<file path="src/design/lbd_defs.svh">
// Address map, file-space locations, opcode fields and reset values of the decoder.
`ifndef LBD_DEFS_SVH
`define LBD_DEFS_SVH
`define LBD_A_INSTR   8'h00
`define LBD_A_ACC     8'h04
`define LBD_A_STATUS  8'h08
`define LBD_A_PC      8'h0C
`define LBD_A_CTRL    8'h10
`define LBD_A_PDIR    8'h14
`define LBD_A_FADDR   8'h18
`define LBD_A_FDATA   8'h1C
`define LBD_A_TIMERS  8'h20
`define LBD_A_STACK   8'h24
`define LBD_F_TIMER0  7'h01
`define LBD_F_STATUS  7'h03
`define LBD_F_PORT    7'h06
`define LBD_F_PCHI    7'h0A
`define LBD_ST_RESET  5'h18
`define LBD_PDIR_RESET 8'hFF
`define LBD_CTRL_PSA  0
`define LBD_CTRL_STBY 1
`define LBD_C_BYTE    2'h0
`define LBD_C_BIT     2'h1
`define LBD_C_BRANCH  2'h2
`define LBD_C_LIT     2'h3
`define LBD_L_MOV     2'h0
`define LBD_L_RET     2'h1
`define LBD_L_IOR     4'h8
`define LBD_L_AND     4'h9
`define LBD_L_XOR     4'hA
`define LBD_L_SUB     3'h6
`define LBD_L_ADD     3'h7
`define LBD_B_ADD     4'h7
`define LBD_B_AND     4'h5
`define LBD_B_CLR     4'h1
`define LBD_BO_CLR    2'h0
`define LBD_BO_SET    2'h1
`define LBD_BO_SKC    2'h2
`define LBD_BO_SKS    2'h3
`define LBD_W_RET     14'h0008
`define LBD_W_RETI    14'h0009
`define LBD_W_SLEEP   14'h0063
`define LBD_W_WDTR    14'h0064
`endif

</file>
<file path="src/design/lbd_pkg.sv">
// Types shared by the literal and bit operation decoder.
`default_nettype none
package lbd_pkg;
    typedef enum logic [4:0] {
        LBD_OP_IDLE     = 5'b00000,
        LBD_OP_MOV_LIT  = 5'b00001,
        LBD_OP_RET_LIT  = 5'b00010,
        LBD_OP_OR_LIT   = 5'b00011,
        LBD_OP_AND_LIT  = 5'b00100,
        LBD_OP_XOR_LIT  = 5'b00101,
        LBD_OP_SUB_LIT  = 5'b00110,
        LBD_OP_ADD_LIT  = 5'b00111,
        LBD_OP_CALL     = 5'b01000,
        LBD_OP_JUMP     = 5'b01001,
        LBD_OP_ADD_FILE = 5'b01010,
        LBD_OP_AND_FILE = 5'b01011,
        LBD_OP_CLR_FILE = 5'b01100,
        LBD_OP_BIT_CLR  = 5'b01101,
        LBD_OP_BIT_SET  = 5'b01110,
        LBD_OP_SKIP_CLR = 5'b01111,
        LBD_OP_SKIP_SET = 5'b10000,
        LBD_OP_RETURN   = 5'b10001,
        LBD_OP_RET_INT  = 5'b10010,
        LBD_OP_SLEEP    = 5'b10011,
        LBD_OP_WDT_RST  = 5'b10100
    } lbd_op_t;

    // Status bits, most significant first, matching the software view.
    typedef struct packed {
        logic watchdog_expiry_flag;
        logic sleep_entered_flag;
        logic zero;
        logic digit_carry_flag;
        logic carry;
    } lbd_status_t;
endpackage
`default_nettype wire

</file>
<file path="src/design/lbd_core.sv">
// Literal, control and bit operation decoder with its AHB-Lite register slave.
// Notes on behaviour
// RL1: add literal to accumulator, flags C DC Z.
// RL2: AND literal into accumulator, zero flag only.
// RL3: call pushes return, loads target, two cycles.
// RL4: OR literal into accumulator, one cycle.
// RL5: XOR literal into accumulator, one cycle.
// RL6: literal minus accumulator, flags C DC Z.
// RL7: returns pop stack, literal return loads accumulator.
// RL8: sleep enters standby, updates expiry and sleep.
// RL9: port self-modify reads input pins, not latch; bits set as outputs read the latch instead.
// RL10: timer0 write clears prescaler when assigned there.
// RL11: branches and true skips take two cycles.
// RL12: add accumulator and file, destination bit routes.
// RL13: AND accumulator and file, routed, zero flag.
// RL14: clear chosen file bit, flags untouched.
// RL15: set chosen file bit, flags untouched.
// RL16: skip next instruction when bit is clear.
// RL17: skip next instruction when bit is set.
// RL18: clear file register and set zero flag.
// RL19: watchdog restart zeroes watchdog, and prescaler when assigned there, sets both flags.
// RL20: jump loads target without stack, two cycles.
//
// The placing of the registers and the AHB-Lite slave port were decided locally.
`timescale 1ns/100ps
`default_nettype none
`include "lbd_defs.svh"
module lbd_core
    import lbd_pkg::*;
#(
    parameter int STACK_DEPTH = 8,
    parameter int PRESC_W     = 8,
    parameter int WDT_W       = 8
) (
    input  wire logic        hclk,
    input  wire logic        hresetn,
    input  wire logic        hsel,
    input  wire logic [31:0] haddr,
    input  wire logic [1:0]  htrans,
    input  wire logic        hwrite,
    input  wire logic [2:0]  hsize,
    input  wire logic [31:0] hwdata,
    input  wire logic        hready,
    output logic      [31:0] hrdata,
    output logic             hreadyout,
    output logic             hresp,
    input  wire logic [7:0]  port_pins_in,
    output logic      [7:0]  port_out,
    output logic      [7:0]  port_oe_n,
    output logic             standby
);
    localparam int SP_W = $clog2(STACK_DEPTH);

    // Registers of the core state.
    logic [7:0]         acc_r;
    lbd_status_t        status_r;
    logic [12:0]        pc_r;
    logic [4:0]         pc_high_latch_r;
    logic [7:0]         timer0_r;
    logic [PRESC_W-1:0] presc_r;
    logic [WDT_W-1:0]   wdt_r;
    logic [7:0]         port_lat_r;
    logic [7:0]         port_dir_r;
    logic               psa_r;
    logic               sleep_r;
    logic [6:0]         faddr_r;
    logic [SP_W-1:0]    sp_r;
    logic [12:0]        stack_mem [STACK_DEPTH];
    logic [7:0]         file_mem [128];
    logic [7:0]         pin_meta_r;
    logic [7:0]         pin_sync_r;
    logic               dph_wr_r;
    logic               dph_rd_r;
    logic [7:0]         dph_addr_r;
    logic               hreadyout_r;
    logic [31:0]        hrdata_r;

    // File view: special locations map onto live registers.
    function automatic logic [7:0] file_view(
        input logic [6:0]  a,
        input logic [7:0]  memv,
        input logic [7:0]  tmr,
        input logic [7:0]  prt,
        input logic [4:0]  plh,
        input lbd_status_t st
    );
        logic [7:0] v;
        v = memv;
        if (a == `LBD_F_TIMER0) begin
            v = tmr;
        end else if (a == `LBD_F_PORT) begin
            v = prt;
        end else if (a == `LBD_F_PCHI) begin
            v = {3'h0, plh};
        end else if (a == `LBD_F_STATUS) begin
            v = {3'h0, st};
        end
        return v;
    endfunction

    // Pin inputs come from outside the clock domain: two flip-flops first.
    always_ff @(posedge hclk or negedge hresetn) begin
        if (!hresetn) begin
            pin_meta_r <= 8'h00;
            pin_sync_r <= 8'h00;
        end else begin
            pin_meta_r <= port_pins_in;
            pin_sync_r <= pin_meta_r;
        end
    end

    // Bus address phase capture and data phase qualifiers.
    wire       addr_take = hsel & htrans[1] & hready;
    wire       wr_do     = hready & dph_wr_r;
    wire       exec      = wr_do & (dph_addr_r == `LBD_A_INSTR) & ~sleep_r;
    wire       bus_wr    = wr_do & ~exec;

    // Instruction fields.
    wire [13:0] ir    = hwdata[13:0];
    wire [7:0]  k8    = ir[7:0];
    wire [10:0] k11   = ir[10:0];
    wire [6:0]  fa    = ir[6:0];
    wire        dest  = ir[7];
    wire [2:0]  bsel  = ir[9:7];
    wire [1:0]  cls   = ir[13:12];

    // Opcode decode; unknown words fall through to an idle cycle.
    // RL1 RL2 RL4 RL5 RL6 literal groups.
    wire lit_mov = (cls == `LBD_C_LIT) & (ir[11:10] == `LBD_L_MOV);
    wire lit_ret = (cls == `LBD_C_LIT) & (ir[11:10] == `LBD_L_RET);
    wire lit_ior = (cls == `LBD_C_LIT) & (ir[11:8] == `LBD_L_IOR);
    wire lit_and = (cls == `LBD_C_LIT) & (ir[11:8] == `LBD_L_AND);
    wire lit_xor = (cls == `LBD_C_LIT) & (ir[11:8] == `LBD_L_XOR);
    wire lit_sub = (cls == `LBD_C_LIT) & (ir[11:9] == `LBD_L_SUB);
    wire lit_add = (cls == `LBD_C_LIT) & (ir[11:9] == `LBD_L_ADD);
    wire byt_add = (cls == `LBD_C_BYTE) & (ir[11:8] == `LBD_B_ADD);
    wire byt_and = (cls == `LBD_C_BYTE) & (ir[11:8] == `LBD_B_AND);
    wire byt_clr = (cls == `LBD_C_BYTE) & (ir[11:8] == `LBD_B_CLR) & dest;
    wire is_bit  = (cls == `LBD_C_BIT);
    wire is_br   = (cls == `LBD_C_BRANCH);
    lbd_op_t op;
    assign op = lit_mov ? LBD_OP_MOV_LIT :
                lit_ret ? LBD_OP_RET_LIT :
                lit_ior ? LBD_OP_OR_LIT :
                lit_and ? LBD_OP_AND_LIT :
                lit_xor ? LBD_OP_XOR_LIT :
                lit_sub ? LBD_OP_SUB_LIT :
                lit_add ? LBD_OP_ADD_LIT :
                (is_br & ~ir[11]) ? LBD_OP_CALL :
                (is_br & ir[11]) ? LBD_OP_JUMP :
                byt_add ? LBD_OP_ADD_FILE :
                byt_and ? LBD_OP_AND_FILE :
                byt_clr ? LBD_OP_CLR_FILE :
                (is_bit & (ir[11:10] == `LBD_BO_CLR)) ? LBD_OP_BIT_CLR :
                (is_bit & (ir[11:10] == `LBD_BO_SET)) ? LBD_OP_BIT_SET :
                (is_bit & (ir[11:10] == `LBD_BO_SKC)) ? LBD_OP_SKIP_CLR :
                (is_bit & (ir[11:10] == `LBD_BO_SKS)) ? LBD_OP_SKIP_SET :
                (ir == `LBD_W_RET) ? LBD_OP_RETURN :
                (ir == `LBD_W_RETI) ? LBD_OP_RET_INT :
                (ir == `LBD_W_SLEEP) ? LBD_OP_SLEEP :
                (ir == `LBD_W_WDTR) ? LBD_OP_WDT_RST : LBD_OP_IDLE;

    // RL9 port pins read back
    wire [7:0] port_view = (port_dir_r & pin_sync_r) | (~port_dir_r & port_lat_r);
    wire [7:0] fval  = file_view(fa, file_mem[fa], timer0_r, port_view, pc_high_latch_r, status_r);
    wire [7:0] fdata = file_view(faddr_r, file_mem[faddr_r], timer0_r, port_view,
                                 pc_high_latch_r, status_r);

    // Arithmetic: one adder for sums, one for literal minus accumulator.
    wire [7:0] opnd  = ir[13] ? k8 : fval;
    wire [8:0] sum9  = {1'b0, acc_r} + {1'b0, opnd};
    wire [4:0] dsum  = {1'b0, acc_r[3:0]} + {1'b0, opnd[3:0]};
    wire [8:0] sub9  = {1'b0, opnd} + {1'b0, ~acc_r} + 9'h001;
    wire [4:0] dsub  = {1'b0, opnd[3:0]} + {1'b0, ~acc_r[3:0]} + 5'h01;
    wire [7:0] bmask = 8'h01 << bsel;
    wire       bval  = fval[bsel];

    // Result, destinations and flag effects of the executing word.
    logic [7:0]  res;
    logic        w_acc;
    logic        w_file;
    logic        upd_z;
    logic        upd_cdc;
    logic        cy;
    logic        dcy;
    logic        two_cyc;
    logic        push;
    logic        pop;
    logic [12:0] pc_nxt;
    always_comb begin
        res     = acc_r;
        w_acc   = 1'b0;
        w_file  = 1'b0;
        upd_z   = 1'b0;
        upd_cdc = 1'b0;
        cy      = sum9[8];
        dcy     = dsum[4];
        two_cyc = 1'b0;
        push    = 1'b0;
        pop     = 1'b0;
        pc_nxt  = pc_r + 13'h0001;
        case (op)
            // RL1 literal add
            LBD_OP_ADD_LIT: begin
                res = sum9[7:0]; w_acc = 1'b1; upd_z = 1'b1; upd_cdc = 1'b1;
            end
            // RL2 literal AND
            LBD_OP_AND_LIT: begin
                res = acc_r & k8; w_acc = 1'b1; upd_z = 1'b1;
            end
            // RL4 literal OR
            LBD_OP_OR_LIT: begin
                res = acc_r | k8; w_acc = 1'b1; upd_z = 1'b1;
            end
            // RL5 literal XOR
            LBD_OP_XOR_LIT: begin
                res = acc_r ^ k8; w_acc = 1'b1; upd_z = 1'b1;
            end
            // RL6 literal minus accumulator
            LBD_OP_SUB_LIT: begin
                res = sub9[7:0]; w_acc = 1'b1; upd_z = 1'b1; upd_cdc = 1'b1;
                cy = sub9[8]; dcy = dsub[4];
            end
            LBD_OP_MOV_LIT: begin
                res = k8; w_acc = 1'b1;
            end
            // RL7 return loads literal
            LBD_OP_RET_LIT: begin
                res = k8; w_acc = 1'b1; pop = 1'b1; two_cyc = 1'b1;
                pc_nxt = stack_mem[SP_W'(sp_r - 1'b1)];
            end
            // RL7 plain and interrupt returns
            LBD_OP_RETURN, LBD_OP_RET_INT: begin
                pop = 1'b1; two_cyc = 1'b1;
                pc_nxt = stack_mem[SP_W'(sp_r - 1'b1)];
            end
            // RL3 call target
            LBD_OP_CALL: begin
                push = 1'b1; two_cyc = 1'b1; pc_nxt = {pc_high_latch_r[4:3], k11};
            end
            // RL20 jump target
            LBD_OP_JUMP: begin
                two_cyc = 1'b1; pc_nxt = {pc_high_latch_r[4:3], k11};
            end
            // RL12 add with routing
            LBD_OP_ADD_FILE: begin
                res = sum9[7:0]; w_acc = ~dest; w_file = dest;
                upd_z = 1'b1; upd_cdc = 1'b1;
            end
            // RL13 AND with routing
            LBD_OP_AND_FILE: begin
                res = acc_r & fval; w_acc = ~dest; w_file = dest; upd_z = 1'b1;
            end
            // RL18 clear file
            LBD_OP_CLR_FILE: begin
                res = 8'h00; w_file = 1'b1; upd_z = 1'b1;
            end
            // RL14 bit clear
            LBD_OP_BIT_CLR: begin
                res = fval & ~bmask; w_file = 1'b1;
            end
            // RL15 bit set
            LBD_OP_BIT_SET: begin
                res = fval | bmask; w_file = 1'b1;
            end
            // RL16 skip on clear
            LBD_OP_SKIP_CLR: begin
                two_cyc = ~bval;
                pc_nxt = bval ? pc_r + 13'h0001 : pc_r + 13'h0002;
            end
            // RL17 skip on set
            LBD_OP_SKIP_SET: begin
                two_cyc = bval;
                pc_nxt = bval ? pc_r + 13'h0002 : pc_r + 13'h0001;
            end
            default: begin
                res = acc_r;
            end
        endcase
    end

    // One file write port shared by instructions and the bus window.
    wire       fw_bus  = bus_wr & (dph_addr_r == `LBD_A_FDATA);
    wire       fw_en   = (exec & w_file) | fw_bus;
    wire [6:0] fw_addr = fw_bus ? faddr_r : fa;
    wire [7:0] fw_data = fw_bus ? hwdata[7:0] : res;
    // RL10 prescaler cleared on timer0 write
    wire       tmr_wr  = fw_en & (fw_addr == `LBD_F_TIMER0);
    wire       presc_clr = (tmr_wr & ~psa_r) | (exec & (op == LBD_OP_WDT_RST) & psa_r);
    wire       presc_ov  = &presc_r;
    wire       wdt_tick  = psa_r ? presc_ov : 1'b1;
    wire       wdt_ov    = wdt_tick & (&wdt_r);

    // Plain file memory has no reset; special locations live elsewhere.
    always_ff @(posedge hclk) begin
        if (fw_en) begin
            file_mem[fw_addr] <= fw_data;
        end
        if (exec & push) begin
            stack_mem[sp_r] <= pc_r + 13'h0001;
        end
    end

    // Status flags: bus write, file write, then instruction effects.
    lbd_status_t st_nxt;
    always_comb begin
        st_nxt = status_r;
        if (bus_wr & (dph_addr_r == `LBD_A_STATUS)) begin
            st_nxt = lbd_status_t'(hwdata[4:0]);
        end
        if (fw_en & (fw_addr == `LBD_F_STATUS)) begin
            st_nxt.zero = fw_data[2];
            st_nxt.digit_carry_flag = fw_data[1];
            st_nxt.carry = fw_data[0];
        end
        if (exec & upd_z) begin
            st_nxt.zero = (res == 8'h00);
        end
        if (exec & upd_cdc) begin
            st_nxt.carry = cy;
            st_nxt.digit_carry_flag = dcy;
        end
        // RL8 standby flag update
        if (exec & (op == LBD_OP_SLEEP)) begin
            st_nxt.watchdog_expiry_flag = 1'b1;
            st_nxt.sleep_entered_flag = 1'b0;
        end
        // RL19 restart sets both
        if (exec & (op == LBD_OP_WDT_RST)) begin
            st_nxt.watchdog_expiry_flag = 1'b1;
            st_nxt.sleep_entered_flag = 1'b1;
        end else if (wdt_ov) begin
            st_nxt.watchdog_expiry_flag = 1'b0;
        end
    end

    // Core state registers.
    always_ff @(posedge hclk or negedge hresetn) begin
        if (!hresetn) begin
            acc_r      <= 8'h00;
            status_r   <= `LBD_ST_RESET;
            pc_r       <= 13'h0000;
            pc_high_latch_r   <= 5'h00;
            port_lat_r <= 8'h00;
            port_dir_r <= `LBD_PDIR_RESET;
            psa_r      <= 1'b0;
            faddr_r    <= 7'h00;
            sp_r       <= '0;
        end else begin
            status_r <= st_nxt;
            if (exec & w_acc) begin
                acc_r <= res;
            end else if (bus_wr & (dph_addr_r == `LBD_A_ACC)) begin
                acc_r <= hwdata[7:0];
            end
            // RL11 pc advance and branches
            if (exec) begin
                pc_r <= pc_nxt;
            end else if (bus_wr & (dph_addr_r == `LBD_A_PC)) begin
                pc_r <= hwdata[12:0];
            end
            // RL3 stack push
            if (exec & push) begin
                sp_r <= SP_W'(sp_r + 1'b1);
            end else if (exec & pop) begin
                sp_r <= SP_W'(sp_r - 1'b1);
            end
            if (fw_en & (fw_addr == `LBD_F_PCHI)) begin
                pc_high_latch_r <= fw_data[4:0];
            end
            if (fw_en & (fw_addr == `LBD_F_PORT)) begin
                port_lat_r <= fw_data;
            end
            if (bus_wr & (dph_addr_r == `LBD_A_PDIR)) begin
                port_dir_r <= hwdata[7:0];
            end
            if (bus_wr & (dph_addr_r == `LBD_A_CTRL)) begin
                psa_r <= hwdata[`LBD_CTRL_PSA];
            end
            if (bus_wr & (dph_addr_r == `LBD_A_FADDR)) begin
                faddr_r <= hwdata[6:0];
            end
        end
    end

    // Timer0, shared prescaler and watchdog counter.
    always_ff @(posedge hclk or negedge hresetn) begin
        if (!hresetn) begin
            timer0_r <= 8'h00;
            presc_r  <= '0;
            wdt_r    <= '0;
            sleep_r  <= 1'b0;
        end else begin
            presc_r <= presc_clr ? '0 : PRESC_W'(presc_r + 1'b1);
            if (tmr_wr) begin
                timer0_r <= fw_data;
            end else if (psa_r | presc_ov) begin
                timer0_r <= timer0_r + 8'h01;
            end
            // RL19 watchdog counter zeroed
            if (exec & (op == LBD_OP_WDT_RST)) begin
                wdt_r <= '0;
            end else if (wdt_tick) begin
                wdt_r <= WDT_W'(wdt_r + 1'b1);
            end
            // RL8 standby entry; software wakes it through the control register.
            if (exec & (op == LBD_OP_SLEEP)) begin
                sleep_r <= 1'b1;
            end else if (bus_wr & (dph_addr_r == `LBD_A_CTRL)) begin
                sleep_r <= sleep_r & hwdata[`LBD_CTRL_STBY];
            end
        end
    end

    // Read selection for the data phase.
    wire [31:0] rd_mux =
        (dph_addr_r == `LBD_A_ACC)    ? {24'h00_0000, acc_r} :
        (dph_addr_r == `LBD_A_STATUS) ? {27'h000_0000, status_r} :
        (dph_addr_r == `LBD_A_PC)     ? {19'h0_0000, pc_r} :
        (dph_addr_r == `LBD_A_CTRL)   ? {30'h0000_0000, sleep_r, psa_r} :
        (dph_addr_r == `LBD_A_PDIR)   ? {24'h00_0000, port_dir_r} :
        (dph_addr_r == `LBD_A_FADDR)  ? {25'h000_0000, faddr_r} :
        (dph_addr_r == `LBD_A_FDATA)  ? {24'h00_0000, fdata} :
        (dph_addr_r == `LBD_A_TIMERS) ? {8'h00, 8'(wdt_r), 8'(presc_r), timer0_r} :
        (dph_addr_r == `LBD_A_STACK)  ? {16'h0000, 3'h0, stack_mem[SP_W'(sp_r - 1'b1)]} :
        32'h0000_0000;

    // Reads take one wait; a two-cycle instruction stalls the next transfer one cycle.
    // RL11 idle second cycle
    wire hready_nxt = ~((addr_take & ~hwrite) | (exec & two_cyc));

    // Bus slave registers.
    always_ff @(posedge hclk or negedge hresetn) begin
        if (!hresetn) begin
            dph_wr_r    <= 1'b0;
            dph_rd_r    <= 1'b0;
            dph_addr_r  <= 8'h00;
            hreadyout_r <= 1'b1;
            hrdata_r    <= 32'h0000_0000;
        end else begin
            if (hready) begin
                dph_wr_r   <= addr_take & hwrite;
                dph_rd_r   <= addr_take & ~hwrite;
                dph_addr_r <= addr_take ? {haddr[7:2], 2'b00} : dph_addr_r;
            end
            hreadyout_r <= hready_nxt;
            if (~hreadyout_r & dph_rd_r) begin
                hrdata_r <= rd_mux;
            end
        end
    end

    assign hrdata    = hrdata_r;
    assign hreadyout = hreadyout_r;
    assign hresp     = 1'b0;
    assign port_out  = port_lat_r;
    assign port_oe_n = port_dir_r;
    assign standby   = sleep_r;
endmodule
`default_nettype wire

</file>
<file path="config.mk">
export PLATFORM = sky130hd
export DESIGN_NAME = lbd_core
export DESIGN_NICKNAME = d
export VERILOG_FILES = /design/src/design/lbd_pkg.sv /design/src/design/lbd_core.sv
export VERILOG_INCLUDE_DIRS = /design/src /design/src/design
export SDC_FILE = /design/constraint.sdc
export NUM_CORES = 2
export LEC_CHECK = 0
export BUFFER_PORTS_ARGS = -buffer_cell sky130_fd_sc_hd__buf_2
export CAP_MARGIN = 20
export CORE_ASPECT_RATIO = 0.5
export CORE_UTILIZATION = 60
export DETAILED_ROUTE_END_ITERATION = 10
export PLACE_DENSITY = 0.73
export SYNTH_ARGS = -nofsm -noshare
export SYNTH_HDL_FRONTEND = slang
export SYNTH_SLANG_ARGS = --single-unit
</file>
<file path="constraint.sdc">
create_clock -name hclk -period 7.9 [get_ports hclk]
set_input_delay 1.185 -clock hclk [delete_from_list [all_inputs] [get_ports hclk]]
set_output_delay 1.185 -clock hclk [all_outputs]
set_load 0.01 [all_outputs]
</file>
==> flow_metrics.py <==
metrics = {
    "grt": {
        "grt_use_total_pct": 38.18,
        "antenna_found_initial": 14,
        "grt.overflow.total": 0,
        "grt_pass1_vias": 39100,
        "grt_max_degree": 129,
        "grt_pass1_wl_mm": 282.9,
    },
    "clocking": {
        "clock_sinks": 1260,
        "cts_made_buffers": 109,
        "h-tree-depth": 3,
        "cts_tree": "built",
        "cts_buffer_depth": 3,
        "cts_resized": 0,
        "clock_latency_ns": 0.76,
        "path_clk_slew_ns": 0.06,
        "root_buffer": "clkbuf_16",
        "hold_buffers": 0,
        "postCtsSetupBuffers": 0,
    },
    "final_layout": {
        "final_nets": 4071,
        "final_cell_mix": "edfxtp_1 (1128), mux4_2 (559), nor2_1 (266)",
        "layout_commonest_cell": "edfxtp_1",
        "area_growth_pct": 10.90,
        "drive_gt1_share_pct": 30.68,
    },
    "critical_path": {
        "crit_buf_inv": 6,
        "critPathKind": "in2reg",
        "startpoint_type": "input port",
        "crit_arrival_ns": 7.84,
        "end_kind": "flop",
        "r2r_cells": 24,
        "reg2reg_from": "file_mem[1][1]",
        "critPathSlowestCell": "a2111oi_0",
        "critPathMaxStageDelay_ns": 1.00,
        "regToRegSetupSlack_ns": 1.44,
        "critPathCapture": "file_mem[58][7]",
        "cp-startpoint": "hwdata[1]",
        "critPathMaxFanout": 128,
        "cp.depth": 26,
        "crit_required_ns": 8.22,
        "critical_path.reg2reg.endpoint": "file_mem[58][7]",
        "path_delay_family": "compound AO/OA/AOI/OAI gates",
    },
    "outcome": {
        "outcome": "finished clean",
    },
    "sta": {
        "rsz0062_at_grt": "no",
        "period_needed_ns": 7.512,
        "skew_ns": 0.03756,
        "period_share_pct": 95.09,
        "final.setup.tns_ns": 0,
        "drv_slew": 0,
        "finalSetupViolCount": 0,
        "slew_headroom_pct": 10.97,
        "max_freq_mhz": 133.1,
        "hold_violations": 0,
        "fin_ws_ns": 0.3878,
        "worst_pin_slew_ns": 1.325,
    },
    "detailed_routing": {
        "drc_errors": 0,
        "ant_nets": 0,
        "drt_pass1_iterations": 8,
        "wl_mm": 198.1,
        "vias": 40400,
        "wl_per_cell_um": 36.73,
        "via_per_inst": 7.491,
        "drt_iter0_drc": 7120,
    },
    "logic_synthesis": {
        "synth_edf_count": 1128,
        "synth-main-ff-cell": "edfxtp_1",
        "ys_warn_count": 0,
        "avgSynthCellArea_um2": 16.40,
        "synthArstFlopShare_pct": 10.48,
        "ys_ff_latch": 1260,
        "postSynthCellCount": 3785,
        "ys_seq_area_share_pct": 59.90,
        "synth_area_mm2": 0.06209,
        "synth_cell_type_count": 97,
    },
    "power_and_ir_drop": {
        "peakVddDrop_mv": 0.1784,
        "p_leak_nw": 22.79,
        "pwr-share-seq_pct": 48.8,
        "power_w": 0.01639,
        "p_sw_w": 0.004498,
        "clkPwrFrac_pct": 34.7,
        "cellInternalPower_w": 0.01189,
        "powerDensity_mw_per_mm2": 238.0,
        "combPwrFrac_pct": 16.5,
        "p_sw_share_pct": 27.45,
    },
    "place": {
        "gp_congestion": 1.026,
        "post-place-ws_ns": 0.4631,
        "io_buffer_count": 75,
        "hpwl_mm": 133.5,
    },
    "job": {
        "maxCapViolCount": 0,
    },
    "floorplanning": {
        "core_area_mm2": 0.1014,
        "row_count": 82,
        "fp.dieW_um": 456.9,
        "die_h_um": 229.5,
        "pin_count": 133,
        "die-area_mm2": 0.1049,
        "initial_core_util_pct": 61.25,
    },
    "hold_path": {
        "hold_path.class": "reg2reg",
    },
}
worst register-to-register path: stages (launching register included):
cell	delay (ns)
edfxtp_1	0.38
mux4_2	0.26
nor2_1	0.05
a2111oi_0	0.92
buf_4	0.25
nor4_1	0.09
o311a_1	0.51
nand3_1	0.18
a31oi_1	0.11
buf_4	0.17
mux2i_1	0.37
ha_1	0.34
nor2b_1	0.12
o21a_1	0.16
o21bai_1	0.07
a21oi_1	0.17
nor2_1	0.09
o21bai_1	0.14
a21oi_1	0.12
a221o_1	0.36
a21oi_1	0.16
a22oi_1	0.12
mux2i_1	0.34
clkinv_2	0.13
buf_12	0.20
layout make-up:
class / instances / area, um2
antenna: 10 / 25.02
inverter: 54 / 216.5
timing repair buffer: 334 / 2719
clock inverter: 66 / 820.8
sequential: 1260 / 37210
multi-input combinational: 2189 / 23280
tap: 1344 / 1682
fill: 6649 / 32510
clock buffer: 136 / 2910
sequential cells by signal (all words and copies together), names as in the netlist, 3 cells and up:
| register | cells |
|---|---|
| file_mem | 1024 |
| port_oe_n | 8 |
| pin_sync_r | 8 |
| pc_high_latch_r | 5 |
| timer0_r | 8 |
| port_out | 8 |
| stack_mem | 104 |
| hrdata | 24 |
| faddr_r | 7 |
| presc_r | 8 |
| dph_addr_r | 6 |
| acc_r | 8 |
| wdt_r | 8 |
| sp_r | 3 |
| pin_meta_r | 8 |
| pc_r | 13 |
| status_r | 5 |
worst min-delay path by stage:
stage                     depth (start not counted)     startpoint             to  slack, ns
after floorplan                                   0  pin_meta_r[0]  pin_sync_r[0]       0.33
after CTS                                         0  pin_meta_r[1]  pin_sync_r[1]       0.35
after global routing                              0  pin_meta_r[3]  pin_sync_r[3]       0.36
after global placement                            0  pin_meta_r[7]  pin_sync_r[7]       0.33
after detailed placement                          0  pin_meta_r[2]  pin_sync_r[2]       0.34
final                                             0  pin_meta_r[1]  pin_sync_r[1]       0.35
power by group through the flow:
stage                     clock network (W)  registers, W  logic [W]
after CTS                           0.00570       0.00799    0.00261
final                               0.00569       0.00800    0.00270
after global routing                0.00594       0.00800    0.00280
after floorplan                           0       0.00800    0.00167
after global placement                    0       0.00812    0.00255
after detailed placement                  0       0.00813    0.00261
synthesized netlist by cell type, types with 21 or more instances:
master	number	area, um2
edfxtp_1	1128	33870
mux4_2	559	12590
nor2_1	270	1013
nand2_1	223	837.1
clkbuf_1	146	548.0
a21oi_1	125	625.6
mux2i_1	123	1231
dfrtp_1	121	3028
o21ai_0	106	530.5
mux2_2	79	889.6
buf_2	68	340.3
a22oi_1	62	465.5
nand3_1	57	285.3
inv_1	51	191.4
ha_1	39	488.0
o22ai_1	39	244.0
nor3_1	37	185.2
a221oi_1	36	315.3
nor2b_1	31	193.9
a211oi_1	26	195.2
buf_4	25	187.7
nand2b_1	25	156.4
buf_6	21	236.5
or2_2	21	131.4
per-layer routing:
metal | GRT usage [%] | share of wire [%] | vias to the layer above
met4 | 14.51 | 4.4 | 10
met5 | 1.131 | 0.12 | -
met3 | 15.99 | 17 | 533
met1 | 52.70 | 36 | 20510
met2 | 54.26 | 43 | 3476
li1 | - | - | 15880
through the flow:
step	utilization, %	instance area, um2	hold WS [ns]	cells
6_report	67.93	68860	0.3506	5393
5_1_grt	67.91	68830	0.3604	5383
3_5_place_dp	64.08	64960	0.3362	5168
2_1_floorplan	-	62120	0.3312	3793
3_3_place_gp	64.08	64960	0.3334	5168
4_1_cts	67.77	68690	0.3509	5370
kinds of logic after synthesis:
group,Yosys count,synth area share [%]
simple gates,770,5.733
mux,768,23.99
compound gates,562,6.154
flops,1260,59.90
xor+xnor,39,0.5622
fa+ha+maj,41,0.8504
other cells,1,0.006040
buf+inv,344,2.811
(Power assumes the default switching activity.)
